### src/hw/tbs_pkg.sv
// package: status word layout, timing constants and carrier types for the terminal bus status block
package tbs_pkg;

    // register map
    localparam logic [3:0]  STATUS_WORD_OFFSET = 4'h0;
    localparam logic [15:0] STATUS_WORD_RESET  = 16'h0000;

    // status word bit positions
    localparam int BIT_BUS_ERR      = 0;
    localparam int BIT_CFG_CHANGED  = 1;
    localparam int BIT_LEN_MISMATCH = 2;
    localparam int BIT_NO_VALID_IN  = 8;
    localparam int BIT_IN_BUSY      = 9;
    localparam int BIT_OUT_BUSY     = 10;
    localparam int BIT_WATCHDOG     = 11;
    localparam int BIT_ACYCLIC      = 15;

    // timing
    localparam int CLK_FREQ_HZ       = 100_000_000;
    localparam int CYCLE_MAX_MS      = 5;
    localparam int CYCLE_MAX_CYCLES  = CLK_FREQ_HZ / 1000 * CYCLE_MAX_MS;
    localparam int BLINK_HALF_MS     = 50;
    localparam int BLINK_HALF_CYCLES = CLK_FREQ_HZ / 1000 * BLINK_HALF_MS;
    localparam int CNT_W             = 24;

    // events and levels reported by the terminal bus engine
    typedef struct packed {
        logic bus_err;
        logic cfg_changed;
        logic len_mismatch;
        logic inputs_valid;
        logic in_cycle_start;
        logic in_cycle_done;
        logic out_cycle_start;
        logic out_cycle_done;
        logic acyclic_active;
    } tbs_bus_ev_t;

    // expansion-bus link indicator states
    typedef enum logic [1:0] {
        LINK_OFF  = 2'b00,
        LINK_IDLE = 2'b01,
        LINK_ACT  = 2'b10
    } tbs_link_t;

endpackage

### src/hw/tbs_blink.sv
// module: link/activity indicator driver for expansion-bus mode
`timescale 1ns/1ps
module tbs_blink
    import tbs_pkg::*;
#(
    parameter int HALF_CYCLES = BLINK_HALF_CYCLES
)
(
    // clock and reset
    input  wire logic core_clk,
    input  wire logic rst,
    // link state, already synchronised
    input  wire logic link_up,
    input  wire logic traffic,
    // indicator
    output logic      led_on
);

    //--------------------------------------------------------------
    // state and blink timebase
    //--------------------------------------------------------------
    tbs_link_t        state_q, state_d;
    logic [CNT_W-1:0] cnt_q, cnt_d;
    logic             phase_q, phase_d;
    logic             led_q, led_d;

    always_comb
    begin
        state_d = state_q;
        cnt_d   = cnt_q;
        phase_d = phase_q;
        unique case (state_q)
            LINK_OFF:  state_d = link_up ? (traffic ? LINK_ACT : LINK_IDLE) : LINK_OFF;
            LINK_IDLE: state_d = !link_up ? LINK_OFF : (traffic ? LINK_ACT : LINK_IDLE);
            LINK_ACT:  state_d = !link_up ? LINK_OFF : (traffic ? LINK_ACT : LINK_IDLE);
            default:   state_d = LINK_OFF;
        endcase
        if (state_q == LINK_ACT)
        begin
            if (cnt_q == CNT_W'(HALF_CYCLES - 1))
            begin
                cnt_d   = '0;
                phase_d = !phase_q;
            end
            else
            begin
                cnt_d = cnt_q + 1'b1;
            end
        end
        else
        begin
            cnt_d   = '0;
            phase_d = 1'b0;
        end
        // off, steady, or flashing
        unique case (state_q)
            LINK_IDLE: led_d = 1'b1;
            LINK_ACT:  led_d = !phase_q;
            default:   led_d = 1'b0;
        endcase
    end

    always_ff @(posedge core_clk or posedge rst)
    begin
        if (rst)
        begin
            state_q <= LINK_OFF;
            cnt_q   <= '0;
            phase_q <= 1'b0;
            led_q   <= 1'b0;
        end
        else
        begin
            state_q <= state_d;
            cnt_q   <= cnt_d;
            phase_q <= phase_d;
            led_q   <= led_d;
        end
    end

    assign led_on = led_q;

endmodule

### src/hw/tbs_status.sv
// module: terminal bus coupler diagnostic status word and expansion-bus link indicator
`timescale 1ns/1ps
module tbs_status
    import tbs_pkg::*;
#(
    parameter int CYCLE_LIMIT = CYCLE_MAX_CYCLES,
    parameter int BLINK_HALF  = BLINK_HALF_CYCLES
)
(
    // clock and reset
    input  wire logic        core_clk,
    input  wire logic        rst,
    // terminal bus engine, same clock
    input  tbs_bus_ev_t      bus_ev,
    // software side
    input  wire logic        dev_reset_req,
    input  wire logic        task_tick,
    input  wire logic [3:0]  rd_addr,
    output logic      [15:0] rd_data,
    // expansion-bus link pins, asynchronous
    input  wire logic        link_up_pin,
    input  wire logic        traffic_pin,
    output logic             link_led
);

    //--------------------------------------------------------------
    // pin synchronisers
    //--------------------------------------------------------------
    logic [1:0] link_s1_q, link_s2_q;

    always_ff @(posedge core_clk or posedge rst)
    begin
        if (rst)
        begin
            link_s1_q <= 2'b00;
            link_s2_q <= 2'b00;
        end
        else
        begin
            link_s1_q <= {traffic_pin, link_up_pin};
            link_s2_q <= link_s1_q;
        end
    end

    //--------------------------------------------------------------
    // sticky fault flags
    //--------------------------------------------------------------
    logic             err_q, err_d;
    logic             cfg_q, cfg_d;
    logic             len_q, len_d;
    logic             valid_seen_q, valid_seen_d;

    always_comb
    begin
        // set wins over the reset request in the same cycle
        err_d        = bus_ev.bus_err | (err_q & ~dev_reset_req);
        cfg_d        = bus_ev.cfg_changed | (cfg_q & ~dev_reset_req);
        len_d        = bus_ev.len_mismatch | (len_q & ~dev_reset_req);
        // a device reset makes the inputs stale again unless fresh data comes with it
        valid_seen_d = valid_seen_q | bus_ev.inputs_valid;
        if (dev_reset_req && !bus_ev.inputs_valid)
        begin
            valid_seen_d = 1'b0;
        end
    end

    always_ff @(posedge core_clk or posedge rst)
    begin
        if (rst)
        begin
            err_q        <= 1'b0;
            cfg_q        <= 1'b0;
            len_q        <= 1'b0;
            valid_seen_q <= 1'b0;
        end
        else
        begin
            err_q        <= err_d;
            cfg_q        <= cfg_d;
            len_q        <= len_d;
            valid_seen_q <= valid_seen_d;
        end
    end

    //--------------------------------------------------------------
    // update cycle tracking
    //--------------------------------------------------------------
    logic             in_busy_q, in_busy_d;
    logic             out_busy_q, out_busy_d;
    logic             acyc_q, acyc_d;

    always_comb
    begin
        // a start in the same cycle as a done keeps the cycle running
        in_busy_d  = bus_ev.in_cycle_start | (in_busy_q & ~bus_ev.in_cycle_done);
        out_busy_d = bus_ev.out_cycle_start | (out_busy_q & ~bus_ev.out_cycle_done);
        // registered so that this level shows with the same delay as the event bits
        acyc_d     = bus_ev.acyclic_active;
    end

    always_ff @(posedge core_clk or posedge rst)
    begin
        if (rst)
        begin
            in_busy_q  <= 1'b0;
            out_busy_q <= 1'b0;
            acyc_q     <= 1'b0;
        end
        else
        begin
            in_busy_q  <= in_busy_d;
            out_busy_q <= out_busy_d;
            acyc_q     <= acyc_d;
        end
    end

    //--------------------------------------------------------------
    // communication watchdog
    //--------------------------------------------------------------
    logic             wdog_q, wdog_d;
    logic [CNT_W-1:0] wd_cnt_q, wd_cnt_d;

    always_comb
    begin
        // the task must tick before the bus cycle limit runs out
        wd_cnt_d = wd_cnt_q;
        // an expiry in the same cycle as a reset request wins
        wdog_d   = wdog_q & ~dev_reset_req;
        if (task_tick)
        begin
            wd_cnt_d = '0;
        end
        else if (wd_cnt_q == CNT_W'(CYCLE_LIMIT - 1))
        begin
            // counter parks at the limit, so a reset request alone cannot hide a stalled task
            wdog_d = 1'b1;
        end
        else
        begin
            wd_cnt_d = wd_cnt_q + 1'b1;
        end
    end

    always_ff @(posedge core_clk or posedge rst)
    begin
        if (rst)
        begin
            wdog_q   <= 1'b0;
            wd_cnt_q <= '0;
        end
        else
        begin
            wdog_q   <= wdog_d;
            wd_cnt_q <= wd_cnt_d;
        end
    end

    //--------------------------------------------------------------
    // status word and read port
    //--------------------------------------------------------------
    logic [15:0]      word_d, rd_q, rd_d;

    always_comb
    begin
        // unassigned positions stay zero
        word_d = 16'h0000;
        word_d[BIT_BUS_ERR]      = err_q;
        word_d[BIT_CFG_CHANGED]  = cfg_q;
        word_d[BIT_LEN_MISMATCH] = len_q;
        word_d[BIT_NO_VALID_IN]  = ~valid_seen_q;
        word_d[BIT_IN_BUSY]      = in_busy_q;
        word_d[BIT_OUT_BUSY]     = out_busy_q;
        word_d[BIT_WATCHDOG]     = wdog_q;
        word_d[BIT_ACYCLIC]      = acyc_q;
        // only the status word is mapped; any other address reads zero
        rd_d = (rd_addr == STATUS_WORD_OFFSET) ? word_d : 16'h0000;
    end

    // the answer is registered: one cycle of latency buys a clean flop output
    always_ff @(posedge core_clk or posedge rst)
    begin
        if (rst)
        begin
            rd_q <= STATUS_WORD_RESET;
        end
        else
        begin
            rd_q <= rd_d;
        end
    end

    assign rd_data = rd_q;

    //--------------------------------------------------------------
    // link indicator
    //--------------------------------------------------------------
    tbs_blink #(
        .HALF_CYCLES (BLINK_HALF)
    ) u_blink (
        .core_clk (core_clk),
        .rst      (rst),
        .link_up  (link_s2_q[0]),
        .traffic  (link_s2_q[1]),
        .led_on   (link_led)
    );

endmodule

### config.mk
export PLATFORM = sky130hd
export DESIGN_NAME = tbs_status
export DESIGN_NICKNAME = d
export VERILOG_FILES = /design/src/hw/tbs_pkg.sv /design/src/hw/tbs_blink.sv /design/src/hw/tbs_status.sv
export SDC_FILE = /design/constraint.sdc
export NUM_CORES = 1
export LEC_CHECK = 0
export BUFFER_PORTS_ARGS = -buffer_cell sky130_fd_sc_hd__buf_2
export CAP_MARGIN = 20
export CORE_MARGIN = 1.5
export CORE_UTILIZATION = 52
export CTS_CLUSTER_SIZE = 10
export DETAILED_ROUTE_END_ITERATION = 12
export HOLD_SLACK_MARGIN = 0.05
export PLACE_DENSITY = 0.72
export SYNTH_ARGS = -nofsm -noshare
export SYNTH_HDL_FRONTEND = slang
export SYNTH_SLANG_ARGS = --single-unit
### constraint.sdc
create_clock -name core_clk -period 2.3 [get_ports core_clk]
set_input_delay 0 -clock core_clk [delete_from_list [all_inputs] [get_ports core_clk]]
set_output_delay 0 -clock core_clk [all_outputs]
set_load 0.1 [all_outputs]
==> impl_metrics.ini, run 1 <==
[run_status]
status = complete, no violations

[critical_path]
critPathBufInv = 0
cp_top_family = simple AND/OR/NAND/NOR gates
arrival_ns = 2.39
end_kind = flip-flop
critical_path.slowest_cell = or4_1
crit_fanout = 8
worstPathCellList = ha_1 > nand4_1 > or4_1 > or3_1 > a21oi_1
cp.required_ns = 2.56
critical_path_class = reg -> reg
slowest_delay_ns = 0.67
setup.worst_path.start_class = flip-flop

[cts]
postCtsSetupBuffers = 0
cts_tree = yes
clk_pin_slew_ns = 0.08
cts_made_buffers = 9
cts_root_buf = clkbuf_8
clock_tree.htree_level_count = 3
clk-insertion-delay-late_ns = 0.35
cts.sinks = 72
cts_resized = 0
clock_path_buffers = 2

[power]
switching_share_pct = 23.67
powerDensity_nw_per_um2 = 675.9
pwr-share-seq_pct = 48.3
p_leak_nw = 1.746
p_int_mw = 2.058
ir_drop_mv = 0.5748
power_switching_mw = 0.6382
power.share.clock_pct = 44.1
comb_power_share_pct = 7.6

[final_layout]
multi_input_area_um2 = 1449
mostFrequentLayoutCell = dfrtp_1
fill_cells = 515
finalNonFillerCells = 464
final_area_um2 = 3989
syn2layout_area_growth_pct = 18.25
diodes = 0
layout_common_cells = 72 x dfrtp_1, 34 x nor2_1, 27 x buf_2
regArea_um2 = 1802
nNetsFinal = 407
layout-drive-gt1-share_pct = 14.47

[logic_synthesis]
synth.distinct_cells = 40
synth.cell_area_um2 = 3373
yosysTopAreaCell = dfrtp_1
synth-seq-cells = 72
yosysTopAreaCellShare_pct = 53.41
syn_avg_cell_area_um2 = 10.16
ys_top_cells_by_area = dfrtp_1 53%, nor2_1 3.8%, xnor2_1 3.4%
ys_warn_count = 0
yosysSeqAreaShare_pct = 53.41
syn_inst = 332

[detailed_routing]
num_vias = 2572
antenna_left = 0
vias_per_cell = 5.543
drc = 0
wl_mm = 6.566
drt_pass1_iterations = 4
drt_iter0_markers = 83
routedWlPerCell_um = 14.15

[global_routing]
antenna_found_initial = 0
grt_usage_pct = 20.70
grt_pass1_wl_mm = 11.51
grt.overflow.total = 0
grt_max_degree = 34
first_global_vias = 2504

[timing]
max_slew_margin_pct = 53.89
rsz0062_at_grt = no
maxSlewViolCount = 0
layout_min_cycle_time_ns = 2.134
fmax_mhz = 468.7
post-route-period-util_pct = 92.77
clock_skew_ns = 0.006977
finalSetupViolCount = 0
max_slew.worst_pin.slew_ns = 0.6906
finalSetupTns_ns = 0
finalHoldViolations = 0

[floorplanning]
num_rows = 29
num_io_pins = 36
die-area_um2 = 6979
die_h_um = 83.54
die_x_um = 83.54
core_area_um2 = 6314
initial_utilization_pct = 53.43

[hold_path]
hp-class = in -> reg

[place]
place_congestion = 0.8742
dp_cells = 431
place_area_um2 = 3576
post-dp-hpwl_mm = 4.298
io_buffers = 27

[run]
cap_violations = 0
==> registers in the layout (all words and copies together), names as in the netlist, 2 cells and up <==
name	cells
u_blink.cnt_q	24
wd_cnt_q	24
rd_data	8
link_s1_q	2
link_s2_q	2
u_blink.state_q	2
==> synth_stat cells <==
library cell,number
nand2b_1,1
a21o_1,6
xnor2_1,13
and4_1,8
a21oi_1,18
o21bai_1,1
nor3_1,9
o21ai_1,1
or4_1,4
nand4_1,15
ha_1,5
o2bb2ai_1,1
nand4_4,1
inv_1,13
and3b_1,1
xor2_1,10
buf_4,8
nand2_1,14
conb_1,1
a21boi_0,2
and3_1,4
nor4b_1,4
nor4_1,7
and2_1,8
buf_2,1
mux2_2,5
dfrtp_1,72
clkbuf_1,7
o31ai_1,1
nor2_1,34
buf_1,1
or3_1,13
a211oi_1,1
a31oi_1,1
clkbuf_2,1
o21ai_0,14
nand3_1,17
nor3b_1,1
a31o_2,1
nor2b_1,7
==> cell families (layout without fill, tap and decap cells) <==
kind of cell / count (synthesis) / count (layout) / share of synthesized area, %
AOI/OAI and AO/OA: 47 / 47 / 8.049
xor gates and xnor gates: 23 / 23 / 5.972
adders and majority gates: 5 / 5 / 1.855
buffers and inverters: 31 / 79 / 4.414
DFF: 72 / 72 / 53.41
muxes: 5 / 5 / 1.669
other: 1 / 8 / 0.1112
and+or+nand+nor: 148 / 148 / 24.52
==> repair_timing <==
item,in CTS,in global routing
endpoints found under the hold margin,42,0
setup endpoints to repair,0,0
hold buffers,18,0
==> layout make-up <==
cell class	count	share of cell area, %
Sequential cell	72	45.17
Tap cell	77	2.415
Timing Repair Buffer	51	9.034
Inverter	13	1.223
Clock buffer	9	3.105
Clock inverter	6	2.729
Multi-Input combinational cell	236	36.32
==> routing by layer <==
layer / track usage, % / routed length [µm]
met3: 7.023 / 333
met1: 26.35 / 2988
met5: 0 / 0
met2: 33.19 / 3166
met4: 7.452 / 78
==> worst paths after layout <==
path / startpoint / end / slack (ns) / cells after the start
hold reg to reg: link_s1_q[1] / link_s2_q[1] / 0.36 / 0
setup reg to reg: u_blink.cnt_q[0] / u_blink.cnt_q[18] / 0.17 / 5
max in group asynchronous: rst / wd_cnt_q[11] / 1.21 / 4
setup / recovery: u_blink.cnt_q[0] / u_blink.cnt_q[18] / 0.17 / 5
min in group asynchronous: rst / wd_cnt_q[14] / 0.31 / 3
hold / removal: rd_addr[1] / rd_data[8] / 0.09 / 4
==> worst register-to-register path, delay by kind of cell, from the launching register on <==
family | cells | cell delay, ns
fa+ha+maj | 1 | 0.23
simple gates | 3 | 1.23
flops | 1 | 0.39
compound gates | 1 | 0.19
==> metrics by stage <==
stage | power (mW) | utilization, % | worst slack [ns] | hold slack [ns]
floorplan | 1.474 | - | 0.3785 | 0.03143
global placement | 1.503 | 56.64 | 0.3171 | 0.1080
detailed placement | 1.508 | 56.64 | 0.2044 | 0.1147
CTS | 2.724 | 63.18 | 0.1803 | 0.05137
global route | 2.799 | 63.18 | 0.03829 | 0.07773
finish | 2.696 | 63.18 | 0.1663 | 0.08897
==> power by group through the flow <==
stage	registers, mW	clock network (mW)	logic (mW)
2_1_floorplan	1.35	0	0.124
3_3_place_gp	1.33	0	0.178
3_5_place_dp	1.33	0	0.181
4_1_cts	1.30	1.22	0.207
5_1_grt	1.31	1.27	0.224
6_report	1.30	1.19	0.205
(Power assumes the default switching activity.)
==> inputs of run 2 (changes only) <==
==> constraint.sdc (replaced) <==
create_clock -name core_clk -period 2.41 [get_ports core_clk]
set_input_delay 0 -clock core_clk [delete_from_list [all_inputs] [get_ports core_clk]]
set_output_delay 0 -clock core_clk [all_outputs]
set_load 0.1 [all_outputs]
==> run 2 against run 1 <==
Net effect:
- die area did not move
- hold slack improved by 0.046 ns
- clock power fell by 18%
- final cell count rose by 0.22%
- critical path depth did not move
- global-route usage barely moved
- sequential power fell by 5%
- clock-buffer cell count rose by 2
- critical path type unchanged
- critical endpoint is now u_blink.cnt_q[20]
- largest power group unchanged
- highest routed layer unchanged
==> impl_metrics.ini, run 2 (synthesis gave the netlist of run 1 again) <==
[run_status]
status = complete, no violations

[timing]
rsz0062_at_grt = no
finalSetupTns_ns = 0
max_slew.worst_pin.slew_ns = 0.7784
finalSetupViolCount = 0
layout_min_cycle_time_ns = 2.060
clock_skew_ns = 0.007613
max_slew_margin_pct = 48.03
worst_slack_ns = 0.3500
maxSlewViolCount = 0
finalHoldViolations = 0
post-route-period-util_pct = 85.48
fmax_mhz = 485.4

[critical_path]
setup.worst_path.start_class = flip-flop
crit_fanout = 8
cp.required_ns = 2.67
end_kind = flip-flop
arrival_ns = 2.32
critical_path_class = reg -> reg

[floorplanning]
core_area_um2 = 6314
num_rows = 29
num_io_pins = 36
die_x_um = 83.54
initial_utilization_pct = 53.43
die_h_um = 83.54
die-area_um2 = 6979

[hold_path]
hp-class = in -> reg

[final_layout]
final_area_um2 = 3965
layout_common_cells = 72 x dfrtp_1, 34 x nor2_1, 27 x buf_2
diodes = 0
mostFrequentLayoutCell = dfrtp_1
syn2layout_area_growth_pct = 17.54
nNetsFinal = 407
layout-drive-gt1-share_pct = 14.43

[power]
powerDensity_nw_per_um2 = 610.5
power_mw = 2.421
p_leak_nw = 1.729
ir_drop_mv = 0.4479

[cts]
clock_tree.htree_level_count = 3
clk_pin_slew_ns = 0.08
cts_made_buffers = 9
cts_tree = yes
clock_path_buffers = 2
cts_root_buf = clkbuf_8
cts.sinks = 72
clk-insertion-delay-late_ns = 0.34
cts_resized = 0

[detailed_routing]
antenna_left = 0
num_vias = 2584
vias_per_cell = 5.557
drc = 0
drt_pass1_iterations = 4
drt_iter0_markers = 134
wl_mm = 6.687
routedWlPerCell_um = 14.38

[place]
place_congestion = 0.8490
io_buffers = 27
post-place-ws_ns = 0.3646
post-dp-hpwl_mm = 4.261
place_area_um2 = 3568

[global_routing]
grt_max_degree = 39
antenna_found_initial = 0
grt_usage_pct = 20.74
grt.overflow.total = 0
first_global_vias = 2603
grt_pass1_wl_mm = 11.61

[run]
cap_violations = 0
run 2: cell count changes in the layout (fill, tap and decap cells not counted), sizes merged:
cell,previous run,this run
buf,33,32
bufinv,3,1
clkbuf,9,11
clkinv,3,2
clkinvlp,0,2
dlygate4sd3,18,19
run 2: final cells by class:
type / instances / area (µm²)
Tap cell: 77 / 96.34
Fill cell: 533 / 2349
Inverter: 13 / 48.80
Timing Repair Buffer: 51 / 362.8
Clock inverter: 5 / 55.05
Multi-Input combinational cell: 236 / 1449
Clock buffer: 11 / 151.4
Sequential cell: 72 / 1802
run 2: timing repair:
item / CTS / global route
hold buffers: 19 / 0
buffers inserted: 0 / 0
hold endpoints to repair: 54 / 0
run 2: worst max-delay path: stages, from the launching register on:
cell and delay (ns):
dfrtp_1 0.39, ha_1 0.23, nand4_1 0.18, or4_1 0.67, or3_1 0.38, a21oi_1 0.14
run 2: layer usage:
metal / track usage [%] / share of wire, %
met1: 26.32 / 45
met2: 35.03 / 49
met3: 4.748 / 4.1
met4: 7.452 / 1.4
met5: 0 / 0
run 2: path summary, 6_finish.rpt:
| check | cells after the start | start | end | slack [ns] |
|---|---|---|---|---|
| setup / recovery | 5 | u_blink.cnt_q[0] | u_blink.cnt_q[20] | 0.35 |
| max in group asynchronous | 4 | rst | wd_cnt_q[8] | 1.29 |
| setup reg to reg | 5 | u_blink.cnt_q[0] | u_blink.cnt_q[20] | 0.35 |
| min in group asynchronous | 3 | rst | u_blink.cnt_q[3] | 0.36 |
| hold reg to reg | 0 | link_s1_q[1] | link_s2_q[1] | 0.35 |
| hold / removal | 2 | task_tick | wd_cnt_q[12] | 0.14 |
run 2: stage by stage:
step / util (%) / cells / hold slack, ns
3_5_place_dp: 56.52 / 430 / 0.1168
3_3_place_gp: 56.52 / 430 / 0.1076
4_1_cts: 62.80 / 465 / 0.1291
5_1_grt: 62.80 / 465 / 0.1684
2_1_floorplan: - / 339 / 0.03143
6_report: 62.80 / 465 / 0.1351
run 2: report_power, final:
group,switching [mW],internal [mW],total (mW),leakage [nW]
Combinational,0.143,0.0555,0.198,0.659
Sequential,0.0144,1.23,1.24,0.969
Clock,0.448,0.531,0.979,0.101
==> inputs of run 3 (changes only) <==
--- a/config.mk
+++ b/config.mk
@@ -12,7 +12,7 @@
 export CTS_CLUSTER_SIZE = 10
 export DETAILED_ROUTE_END_ITERATION = 12
 export HOLD_SLACK_MARGIN = 0.05
-export PLACE_DENSITY = 0.72
+export PLACE_DENSITY = 0.81
 export SYNTH_ARGS = -nofsm -noshare
 export SYNTH_HDL_FRONTEND = slang
 export SYNTH_SLANG_ARGS = --single-unit
==> run 3 against run 2 <==
Net effect:
- combinational power is essentially flat
- final cell count is the same
- utilization grew 0.57 points
- non-clock buffer count is the same
==> impl_metrics.ini, run 3 (synthesis gave the netlist of run 1 again) <==
[run_status]
status = complete, no violations

[floorplanning]
initial_utilization_pct = 53.43
die_h_um = 83.54
die_x_um = 83.54
core_area_um2 = 6314
num_rows = 29
num_io_pins = 36
die-area_um2 = 6979

[cts]
cts_made_buffers = 9
clock_path_buffers = 2
cts.sinks = 72
clock_tree.htree_level_count = 3
cts_resized = 0
cts_tree = yes
cts_root_buf = clkbuf_8
clk-insertion-delay-late_ns = 0.35
clk_pin_slew_ns = 0.08

[final_layout]
diodes = 0
syn2layout_area_growth_pct = 18.62
layout_common_cells = 72 x dfrtp_1, 34 x nor2_1, 27 x buf_2
regArea_um2 = 1802
multi_input_area_um2 = 1449
mostFrequentLayoutCell = dfrtp_1
layout-drive-gt1-share_pct = 14.43
nNetsFinal = 407
fill_cells = 514

[timing]
rsz0062_at_grt = no
max_slew.worst_pin.slew_ns = 0.5185
post-route-period-util_pct = 85.99
finalSetupTns_ns = 0
finalHoldViolations = 0
fmax_mhz = 482.5
clock_skew_ns = 0.006523
max_slew_margin_pct = 65.43
finalSetupViolCount = 0
whs_ns = 0.1174
maxSlewViolCount = 0
layout_min_cycle_time_ns = 2.072

[critical_path]
reg2reg_to = u_blink.cnt_q[22]
end_kind = flip-flop
crit_fanout = 8
setup.worst_path.start_class = flip-flop
arrival_ns = 2.34
critical_path_class = reg -> reg
r2r_cells = 5
r2r-start = u_blink.cnt_q[0]
cp.required_ns = 2.68
regToRegSetupSlack_ns = 0.34

[detailed_routing]
antenna_left = 0
drt_iter0_markers = 103
drt_pass1_iterations = 4
routedWlPerCell_um = 13.91
num_vias = 2537
wl_mm = 6.470
drc = 0
vias_per_cell = 5.456

[power]
pwr-share-seq_pct = 49.4
p_int_mw = 1.900
ir_drop_mv = 0.3890
comb_power_share_pct = 7.9
p_leak_nw = 1.741
power.share.clock_pct = 42.8
power_switching_mw = 0.6180
powerDensity_nw_per_um2 = 629.3
switching_share_pct = 24.54

[place]
place_congestion = 0.8206
io_buffers = 27
post-dp-hpwl_mm = 4.283

[run]
cap_violations = 0

[global_routing]
grt_max_degree = 52
grt.overflow.total = 0
first_global_vias = 2532
grt_pass1_wl_mm = 11.43
antenna_found_initial = 0
grt_usage_pct = 20.70

[hold_path]
whs_endpoint = wd_cnt_q[12]
min_from = task_tick
hp-class = in -> reg
hold_path_depth = 2
run 3: final cells by class:
class                   instances  share of cell area [%]
flip-flops and latches         72                   45.03
repair buffers                 51                   9.381
inverters                      13                   1.220
clock inverters                 6                   2.314
well taps                      77                   2.408
clock buffers                  10                   3.440
multi-input cells             236                   36.21
run 3: layer usage:
layer	track usage, %	part of all wire (%)	vias to the layer above
met4	7.452	1.7	0
met5	0	0	-
li1	-	-	1257
met2	34.89	51	37
met1	25.41	45	1236
met3	6.133	2.7	7
run 3: power by group through the flow:
| stage | registers, mW | logic, mW | clock network [mW] |
|---|---|---|---|
| floorplan | 1.29 | 0.119 | 0 |
| global placement | 1.26 | 0.166 | 0 |
| detailed placement | 1.27 | 0.170 | 0 |
| CTS | 1.24 | 0.195 | 1.10 |
| global route | 1.25 | 0.215 | 1.15 |
| finish | 1.24 | 0.198 | 1.08 |
run 3: repair_timing:
action                                  in CTS  in global routing
endpoints found under the setup margin       0                  0
hold buffers                                19                  0
setup buffers                                0                  0
endpoints found under the hold margin       67                  0
run 3: worst max path at each step:
| stage | from | endpoint | slack, ns | cells past startpoint |
|---|---|---|---|---|
| 4_1_cts | u_blink.cnt_q[0] | u_blink.cnt_q[20] | 0.34 | 5 |
| 2_1_floorplan | u_blink.cnt_q[0] | u_blink.cnt_q[20] | 0.49 | 6 |
| 5_1_grt | u_blink.cnt_q[0] | u_blink.cnt_q[22] | 0.17 | 5 |
| 6_report | u_blink.cnt_q[0] | u_blink.cnt_q[22] | 0.34 | 5 |
| 3_5_place_dp | u_blink.cnt_q[0] | u_blink.cnt_q[20] | 0.36 | 5 |
| 3_3_place_gp | u_blink.cnt_q[0] | u_blink.cnt_q[22] | 0.44 | 5 |
run 3: per-stage QoR:
step,instance area (µm²),util [%],power (mW),worst slack [ns],instances
after floorplan,3400,-,1.407,0.4885,339
after global placement,3561,56.40,1.431,0.4390,429
after detailed placement,3561,56.40,1.437,0.3570,429
after CTS,3981,63.06,2.536,0.3356,464
after global routing,4001,63.38,2.613,0.1733,465
final,4001,63.38,2.518,0.3376,465
run 3: worst max-delay path: stages (launching register included):
cell	delay [ns]
dfrtp_1	0.40
ha_1	0.24
nand4_1	0.17
or4_1	0.66
or3_1	0.38
a21oi_1	0.16
